File: config.mk
export PLATFORM = sky130hd
export DESIGN_NAME = fbp_top
export DESIGN_NICKNAME = d
export VERILOG_FILES = /design/src/hw/fbp_pkg.sv /design/src/hw/fbp_bridge.sv /design/src/hw/fbp_timebase.sv /design/src/hw/fbp_top.sv
export SDC_FILE = /design/constraint.sdc
export NUM_CORES = 1
export LEC_CHECK = 0
export BUFFER_PORTS_ARGS = -buffer_cell sky130_fd_sc_hd__buf_2
export CAP_MARGIN = 30
export CORE_UTILIZATION = 57
export CTS_CLUSTER_DIAMETER = 80
export CTS_CLUSTER_SIZE = 30
export DETAILED_ROUTE_END_ITERATION = 10
export PLACE_DENSITY = 0.85
export SKIP_LAST_GASP = 1
export SYNTH_ARGS = -nofsm -noshare
export SYNTH_HDL_FRONTEND = slang
export SYNTH_SLANG_ARGS = --single-unit
File: constraint.sdc
create_clock -name mclk_in -period 7.35 [get_ports mclk_in]
set_clock_uncertainty 0.1 [all_clocks]
set_input_delay 0.735 -clock mclk_in [delete_from_list [all_inputs] [get_ports mclk_in]]
set_output_delay 0.735 -clock mclk_in [all_outputs]
set_load 0.02 [all_outputs]
File: src/hw/fbp_pkg.sv
// Shared constants and types for the full-bridge PWM steering block
package fbp_pkg;

  localparam int DATA_W = 32;
  localparam int ADDR_W = 8;
  localparam int TMR_W = 8;
  localparam int DUTY_W = 10;
  localparam int FRAC_W = 2;
  localparam int PRE_W = 4;

  // Register byte addresses
  localparam logic [ADDR_W-1:0] ADDR_PERIOD = 8'h00;
  localparam logic [ADDR_W-1:0] ADDR_TCTRL = 8'h04;
  localparam logic [ADDR_W-1:0] ADDR_DUTY_HI = 8'h08;
  localparam logic [ADDR_W-1:0] ADDR_MCTRL = 8'h0C;
  localparam logic [ADDR_W-1:0] ADDR_STATUS = 8'h10;
  localparam logic [ADDR_W-1:0] ADDR_PIN_DIR = 8'h14;

  // Timer control fields
  localparam int TCTRL_PRE_LSB = 0;
  localparam int TCTRL_ON_BIT = 2;

  // Modulator control fields
  localparam int MCTRL_MODE_HI = 3;
  localparam int MCTRL_MODE_LO = 2;
  localparam int MCTRL_DLO_LSB = 4;
  localparam int MCTRL_FULL_BIT = 6;
  localparam int MCTRL_DIR_BIT = 7;
  localparam logic [1:0] MODE_PWM = 2'h3;

  // Status fields
  localparam int STAT_FRAC_LSB = 8;
  localparam int STAT_PWM_BIT = 10;
  localparam int STAT_BLANK_BIT = 11;
  localparam int STAT_DIR_BIT = 12;

  // Reset values
  localparam logic [7:0] PERIOD_RST = 8'hFF;
  localparam logic [7:0] TCTRL_RST = 8'h00;
  localparam logic [7:0] DUTY_RST = 8'h00;
  localparam logic [7:0] MCTRL_RST = 8'h00;
  localparam logic [3:0] PIN_DIR_RST = 4'hF;

  // Prescaler terminal counts for divide by 1, 4 and 16
  localparam logic [PRE_W-1:0] PRE_LIM_1 = 4'h0;
  localparam logic [PRE_W-1:0] PRE_LIM_4 = 4'h3;
  localparam logic [PRE_W-1:0] PRE_LIM_16 = 4'hF;
  localparam logic [1:0] PRE_SEL_1 = 2'h0;
  localparam logic [1:0] PRE_SEL_4 = 2'h1;
  localparam logic [FRAC_W-1:0] FRAC_MAX = 2'h3;

  localparam logic [1:0] HTRANS_NONSEQ = 2'h2;

  typedef enum logic [1:0] {
    BR_OFF = 2'b00,
    BR_SINGLE = 2'b01,
    BR_FULL = 2'b11
  } fbp_bmode_type;

  typedef struct packed {
    logic a;
    logic b;
    logic c;
    logic d;
  } fbp_bridge_type;

  typedef struct packed {
    logic [7:0] period;
    logic [7:0] tctrl;
    logic [7:0] duty_hi;
    logic [7:0] mctrl;
    logic [3:0] pin_dir;
    logic [DUTY_W-1:0] duty_act;
    logic dir_act;
    logic blank;
    logic pwm;
    logic wr_pend;
    logic [ADDR_W-1:0] wr_addr;
    logic [DATA_W-1:0] rdata;
    logic ready;
    logic resp;
    fbp_bridge_type pins;
    logic [3:0] oe_n;
  } fbp_top_state_type;

endpackage : fbp_pkg

File: src/hw/fbp_bridge.sv
// Steering of the modulated signal onto the four bridge outputs
`timescale 1ns/1ps
module fbp_bridge
  import fbp_pkg::*;
(
  // Steering inputs
  input wire fbp_bmode_type bmode_in,
  input wire logic dir_in,
  input wire logic blank_in,
  input wire logic pwm_in,
  // Steered outputs
  output fbp_bridge_type pins_out
);

  logic mod;

  always_comb
  begin
    pins_out = '0;
    // Modulated legs go inactive while a direction change settles
    mod = pwm_in && !blank_in;
    unique case (bmode_in)
      BR_SINGLE:
      begin
        pins_out.a = pwm_in;
      end
      BR_FULL:
      begin
        // One leg held, its diagonal modulated, no dead band inserted
        if (dir_in)
        begin
          pins_out.c = 1'b1;
          pins_out.b = mod;
        end
        else
        begin
          pins_out.a = 1'b1;
          pins_out.d = mod;
        end
      end
      default:
      begin
        pins_out = '0;
      end
    endcase
  end

endmodule : fbp_bridge

File: src/hw/fbp_timebase.sv
// Prescaled period timer extended by two fractional bits
`timescale 1ns/1ps
module fbp_timebase
  import fbp_pkg::*;
#(
  parameter int TW = TMR_W
)
(
  // Clock and reset
  input wire logic clk_in,
  input wire logic rstn_in,
  // Control
  input wire logic run_in,
  input wire logic [1:0] prescale_in,
  input wire logic [TW-1:0] period_in,
  // Count
  output logic [TW-1:0] tmr_out,
  output logic [FRAC_W-1:0] frac_out,
  output logic period_end_out
);

  typedef struct packed {
    logic [PRE_W-1:0] pre;
    logic [TW-1:0] tmr;
    logic [FRAC_W-1:0] frac;
  } fbp_tb_state_type;

  fbp_tb_state_type st_q;
  fbp_tb_state_type st_d;
  logic [PRE_W-1:0] limit;
  logic tick;
  logic last;

  always_comb
  begin
    st_d = st_q;
    if (prescale_in == PRE_SEL_1)
    begin
      limit = PRE_LIM_1;
    end
    else if (prescale_in == PRE_SEL_4)
    begin
      limit = PRE_LIM_4;
    end
    else
    begin
      limit = PRE_LIM_16;
    end
    tick = run_in && (st_q.pre == limit);
    // Period restarts on a period-register match at the end of the fraction
    last = tick && (st_q.tmr == period_in) && (st_q.frac == FRAC_MAX);
    if (run_in)
    begin
      st_d.pre = tick ? '0 : PRE_W'(st_q.pre + 1'b1);
    end
    if (last)
    begin
      st_d.tmr = '0;
      st_d.frac = '0;
    end
    else if (tick)
    begin
      st_d.frac = FRAC_W'(st_q.frac + 1'b1);
      if (st_q.frac == FRAC_MAX)
      begin
        st_d.tmr = TW'(st_q.tmr + 1'b1);
      end
    end
  end

  always_ff @(posedge clk_in or negedge rstn_in)
  begin
    if (!rstn_in)
    begin
      st_q <= '0;
    end
    else
    begin
      st_q <= st_d;
    end
  end

  assign tmr_out = st_q.tmr;
  assign frac_out = st_q.frac;
  assign period_end_out = last;

endmodule : fbp_timebase

File: src/hw/fbp_top.sv
// Full-bridge PWM generator with an AHB-Lite register slave
// How it works
// - PWM mode drives a modulated waveform with up to 10-bit duty resolution.
// - Period, duty and resolution come from period, timer, duty and control registers.
// - A new bridge direction takes effect on the held legs at once and on the modulated leg for the next modulation cycle.
// - After a direction change outputs B and D go inactive before period end.
// - On a direction change outputs A and C swap to the opposite direction.
// - Modulation restarts only at the start of the following period.
// - Forward to reverse: A and D go inactive as C goes active together.
// - No dead band in full-bridge mode; only one output is modulated.
`timescale 1ns/1ps
module fbp_top
  import fbp_pkg::*;
(
  // Clock and reset
  input wire logic mclk_in,
  input wire logic rstn_in,
  // AHB-Lite slave
  input wire logic hsel_in,
  input wire logic [DATA_W-1:0] haddr_in,
  input wire logic [1:0] htrans_in,
  input wire logic hwrite_in,
  input wire logic [2:0] hsize_in,
  input wire logic [DATA_W-1:0] hwdata_in,
  input wire logic hready_in,
  output logic [DATA_W-1:0] hrdata_out,
  output logic hreadyout_out,
  output logic hresp_out,
  // Bridge pins
  output fbp_bridge_type bridge_out,
  output logic [3:0] bridge_oe_n_out
);

  logic rst_meta_q;
  logic rst_sync_q;
  fbp_top_state_type st_q;
  fbp_top_state_type st_d;
  logic [TMR_W-1:0] tmr;
  logic [FRAC_W-1:0] frac;
  logic period_end;
  logic [DUTY_W-1:0] ext_cnt;
  logic pwm_mode;
  logic full_mode;
  logic run;
  logic dir_change;
  fbp_bmode_type bmode;
  fbp_bridge_type steer;
  logic [ADDR_W-1:0] a_addr;
  logic a_take;

  always_ff @(posedge mclk_in or negedge rstn_in)
  begin
    if (!rstn_in)
    begin
      rst_meta_q <= 1'b0;
      rst_sync_q <= 1'b0;
    end
    else
    begin
      rst_meta_q <= 1'b1;
      rst_sync_q <= rst_meta_q;
    end
  end

  fbp_timebase #(
    .TW(TMR_W)
  ) fbp_timebase_inst (
    .clk_in(mclk_in),
    .rstn_in(rst_sync_q),
    .run_in(run),
    .prescale_in(st_q.tctrl[TCTRL_PRE_LSB +: 2]),
    .period_in(st_q.period),
    .tmr_out(tmr),
    .frac_out(frac),
    .period_end_out(period_end)
  );

  fbp_bridge fbp_bridge_inst (
    .bmode_in(bmode),
    .dir_in(st_q.dir_act),
    .blank_in(st_q.blank),
    .pwm_in(st_q.pwm),
    .pins_out(steer)
  );

  always_comb
  begin
    pwm_mode = (st_q.mctrl[MCTRL_MODE_HI:MCTRL_MODE_LO] == MODE_PWM);
    full_mode = pwm_mode && st_q.mctrl[MCTRL_FULL_BIT];
    run = pwm_mode && st_q.tctrl[TCTRL_ON_BIT];
    ext_cnt = {tmr, frac};
    dir_change = full_mode && (st_q.mctrl[MCTRL_DIR_BIT] != st_q.dir_act);
    if (!pwm_mode)
    begin
      bmode = BR_OFF;
    end
    else if (full_mode)
    begin
      bmode = BR_FULL;
    end
    else
    begin
      bmode = BR_SINGLE;
    end
    a_addr = haddr_in[ADDR_W-1:0];
    a_take = hsel_in && hready_in && (htrans_in == HTRANS_NONSEQ);
  end

  always_comb
  begin
    st_d = st_q;
    st_d.ready = 1'b1;
    st_d.resp = 1'b0;

    // Data phase of a write
    if (st_q.wr_pend)
    begin
      unique case (st_q.wr_addr)
        ADDR_PERIOD: st_d.period = hwdata_in[7:0];
        ADDR_TCTRL: st_d.tctrl = hwdata_in[7:0];
        ADDR_DUTY_HI: st_d.duty_hi = hwdata_in[7:0];
        ADDR_MCTRL: st_d.mctrl = hwdata_in[7:0];
        ADDR_PIN_DIR: st_d.pin_dir = hwdata_in[3:0];
        default: st_d.wr_pend = 1'b0;
      endcase
    end

    // Duty is double-buffered and picked up at each period restart
    if (period_end)
    begin
      st_d.duty_act = {st_q.duty_hi, st_q.mctrl[MCTRL_DLO_LSB +: 2]};
    end

    // High from period start until the extended count meets the duty
    st_d.pwm = run && (ext_cnt < st_q.duty_act);

    // Direction switches at once; modulated legs wait for the next period
    if (dir_change)
    begin
      st_d.dir_act = st_q.mctrl[MCTRL_DIR_BIT];
      st_d.blank = 1'b1;
    end
    else if (period_end)
    begin
      st_d.blank = 1'b0;
    end
    if (!full_mode)
    begin
      st_d.dir_act = st_q.mctrl[MCTRL_DIR_BIT];
      st_d.blank = 1'b0;
    end

    st_d.pins = steer;
    // Pins drive only in PWM mode with the pin direction bit cleared
    st_d.oe_n = st_q.pin_dir | {4{!pwm_mode}};
    if (!full_mode)
    begin
      st_d.oe_n[2:0] = 3'h7;
    end

    // Address phase
    st_d.wr_pend = a_take && hwrite_in;
    st_d.wr_addr = a_addr;
    st_d.rdata = '0;
    if (a_take && !hwrite_in)
    begin
      unique case (a_addr)
        ADDR_PERIOD: st_d.rdata[7:0] = st_d.period;
        ADDR_TCTRL: st_d.rdata[7:0] = st_d.tctrl;
        ADDR_DUTY_HI: st_d.rdata[7:0] = st_d.duty_hi;
        ADDR_MCTRL: st_d.rdata[7:0] = st_d.mctrl;
        ADDR_PIN_DIR: st_d.rdata[3:0] = st_d.pin_dir;
        ADDR_STATUS:
        begin
          st_d.rdata[TMR_W-1:0] = tmr;
          st_d.rdata[STAT_FRAC_LSB +: FRAC_W] = frac;
          st_d.rdata[STAT_PWM_BIT] = st_q.pwm;
          st_d.rdata[STAT_BLANK_BIT] = st_q.blank;
          st_d.rdata[STAT_DIR_BIT] = st_q.dir_act;
        end
        default: st_d.rdata = '0;
      endcase
    end
  end

  always_ff @(posedge mclk_in or negedge rst_sync_q)
  begin
    if (!rst_sync_q)
    begin
      st_q <= '0;
      st_q.period <= PERIOD_RST;
      st_q.tctrl <= TCTRL_RST;
      st_q.duty_hi <= DUTY_RST;
      st_q.mctrl <= MCTRL_RST;
      st_q.pin_dir <= PIN_DIR_RST;
      st_q.oe_n <= PIN_DIR_RST;
      st_q.ready <= 1'b1;
    end
    else
    begin
      st_q <= st_d;
    end
  end

  assign hrdata_out = st_q.rdata;
  assign hreadyout_out = st_q.ready;
  assign hresp_out = st_q.resp;
  assign bridge_out = st_q.pins;
  assign bridge_oe_n_out = st_q.oe_n;
endmodule : fbp_top

==> Implementation_results.wiki <==
{| class="wikitable"
! Metric !! Value
|-
| Starting density of the core || 59.39%
|-
| Clock buffer depth || 2
|-
| Final Core Density || 62.90%
|-
| Number of port buffers || 43
|-
| Area of placed instances || 4707 µm²
|-
| Number of setup violations in the final report || 0
|-
| Total global routing track utilization || 24.07%
|-
| #FFs+latches synth || 95
|-
| Clock insertion delay at the later pin of the skew report || 0.37 ns
|-
| Max FO, Critical Path || 18
|-
| Required time reported for the critical path endpoint || 7.51 ns
|-
| Sinks on Clock Net || 95
|-
| Crit path launch type || flip-flop
|-
| Number of different library cells in the post-synthesis netlist || 54
|-
| Leading area contributor after synthesis || sky130_fd_sc_hd__dfrtp_1
|-
| Leading cell types by total area after synthesis || sky130_fd_sc_hd__dfrtp_1 43%, sky130_fd_sc_hd__dfstp_2 9.1%, sky130_fd_sc_hd__mux2_2 8.0%
|-
| Top cell types by occurrence after synthesis || 79 x sky130_fd_sc_hd__dfrtp_1, 42 x sky130_fd_sc_hd__buf_4, 37 x sky130_fd_sc_hd__nand2_1
|-
| DR vias || 3,201
|-
| Share of flip-flops with an asynchronous set or reset after synthesis || 100.0%
|-
| Maximum number of pins on one net before global-route repair || 48
|-
| GP Congestion || 0.9041
|-
| Die Y-Extent || 92.20 µm
|-
| Chip Width || 92.20 µm
|-
| Via count of the first global-routing pass || 3,040
|-
| Place WS || 4.454 ns
|-
| Unrepaired setup endpoints after global routing || no
|-
| Max-cap violations || 0
|-
| CTS H-tree depth || 3
|-
| Most frequently used cell type in the post-synthesis netlist || sky130_fd_sc_hd__dfrtp_1
|-
| Total power after layout || 0.9396 mW
|-
| Total length of routed wires || 9485 µm
|-
| Critical path arrival || 3.08 ns
|-
| Detailed placement HPWL || 6806 µm
|-
| # nets final || 522
|-
| Worst slew margin relative to its limit || 36.67%
|-
| Worst Setup Slack, final || 4.429 ns
|-
| Ys Warns || 0
|-
| Post-DRT Antenna Nets || 0
|-
| Cell area after layout || 4911 µm²
|-
| Hold Buf Count CTS || 0
|-
| Cell area power density || 191.3 nW/µm²
|-
| Avg Cell Area, Syn || 11.17 µm²
|-
| Run status || finished clean
|-
| Count of cells along the worst register-to-register path || 5
|-
| Instance count of the mapped netlist || 415
|-
| Post-CTS setup buffer count || 0
|-
| Class of the most critical hold timing path || input port to async pin
|-
| Worst-Margin Slew || 0.9421 ns
|-
| GRT Residual Overflow || 0
|-
| Pre-antenna DRT Iters || 5
|-
| Routed length per instance || 17.47 µm
|-
| Num rows || 32
|-
| VDD IR-drop max || 0.1257 mV
|-
| Register clock-pin slew on the reported worst setup and hold paths || 0.09 ns
|-
| Pins over their slew limit || 0
|-
| First-pass GRT wire length || 15,520 µm
|-
| Part of the Yosys area used for sequential elements || 51.70%
|-
| Cts bufs inserted || 9
|-
| Maximum clock rate || 342.4 MHz
|-
| Final hold violations || 0
|-
| Diode insertion count for antenna repair || 0
|-
| Setup Total Neg Slack || 0 ns
|-
| Kind of critical path || flip-flop to flip-flop
|-
| I/O pin cnt || 116
|-
| Number of design rule violations left after detail routing || 0
|-
| Antenna violations before repair || 0
|-
| Post-route minimum period || 2.921 ns
|-
| EDFF count, synth || 0
|-
| Buffer cell driving the clock tree root || sky130_fd_sc_hd__clkbuf_8
|-
| Initial DRC Count || 340
|-
| Synthesized area || 4637 µm²
|-
| Reported leakage power || 2.342 nW
|-
| TritonCTS clock tree || done
|-
| Share of the cycle needed by the critical path after routing || 39.74%
|-
| Cts repair resizes || 0
|-
| Predominant post-synthesis flop cell || sky130_fd_sc_hd__dfrtp_1
|-
| Core area || 7807 µm²
|-
| Element type at the critical path end || flip-flop
|-
| Top cell type's share of synthesized area || 42.63%
|-
| Area growth, synth to finish || 5.909%
|-
| DIE AREA || 8500 µm²
|-
| Share of post-route cells with drive strength above 1 || 27.66%
|-
| Routed vias/inst || 5.895
|}
-- cell usage in the layout, fill, tap and decap left out, types with 13 or more instances in the layout --
cell,count
sky130_fd_sc_hd__inv_1,15
sky130_fd_sc_hd__buf_2,43
sky130_fd_sc_hd__mux2_2,33
sky130_fd_sc_hd__o21ai_0,13
sky130_fd_sc_hd__nor2_1,15
sky130_fd_sc_hd__nand2_1,37
sky130_fd_sc_hd__xnor2_1,16
sky130_fd_sc_hd__conb_1,22
sky130_fd_sc_hd__dfstp_2,16
sky130_fd_sc_hd__dfrtp_1,78
-- sequential cells by signal (all words and copies together), names as in the netlist --
name and flops:
fbp_timebase_inst.tmr_out 8, fbp_timebase_inst.frac_out 2, rst_sync_q 1, hrdata_out 13
rst_meta_q 1, bridge_out 4, fbp_timebase_inst.st_q 4, bridge_oe_n_out 4
st_q 58
-- final timing paths --
path,start,to,slack (ns)
min in group mclk_in,rst_meta_q,rst_sync_q,0.26
worst max-delay path,st_q[85],st_q[54],4.43
worst min register to register,rst_sync_q,fbp_timebase_inst.tmr_out[5],0.24
max in group asynchronous,rst_sync_q,st_q[64],5.89
worst min-delay path,rstn_in,rst_sync_q,0.03
worst max register to register,st_q[85],st_q[54],4.43
-- critical path: stages (launching register included) --
cell and delay [ns]:
sky130_fd_sc_hd__dfrtp_1 0.44, sky130_fd_sc_hd__or3_1 0.41, sky130_fd_sc_hd__a21bo_1 0.31, sky130_fd_sc_hd__nor4_2 0.84
sky130_fd_sc_hd__buf_4 0.36, sky130_fd_sc_hd__mux2_2 0.35
-- power breakdown --
part	total (mW)	switching [mW]	internal [mW]
clock network	0.356	0.187	0.168
logic	0.0423	0.0301	0.0122
registers	0.542	0.0111	0.531
total	0.940	0.228	0.711
-- cell families after synthesis --
logic type | count (synthesis) | synth area share [%]
simple gates | 123 | 15.14
flops | 95 | 51.70
mux | 33 | 8.014
xor+xnor | 17 | 3.211
other cells | 2 | 0.1620
buf+inv | 71 | 9.417
fa+ha+maj | 12 | 3.238
compound gates | 62 | 9.121
-- per-stage QoR --
step	instances	hold WS [ns]
after global routing	543	0.01503
after detailed placement	527	0.2397
after CTS	543	0.02336
after floorplan	435	0.2312
final	543	0.03206
after global placement	527	0.2329
-- metal layers --
| layer | up-vias | share of wire, % | track usage (%) |
|---|---|---|---|
| met1 | 1594 | 42 | 32.41 |
| met3 | 20 | 7.1 | 6.965 |
| li1 | 1444 | - | - |
| met2 | 143 | 49 | 37.50 |
| met4 | 0 | 1.9 | 8.073 |
| met5 | - | 0 | 0 |
-- area by class of cell --
cell class | count | area [µm²]
flip-flops and latches | 95 | 2401
clock buffers | 10 | 137.6
repair buffers | 46 | 237.7
well taps | 102 | 127.6
clock inverters | 6 | 66.31
fillers | 627 | 2897
inverters | 15 | 56.30
multi-input cells | 269 | 1884
Power figures use the tool's default switching activity.
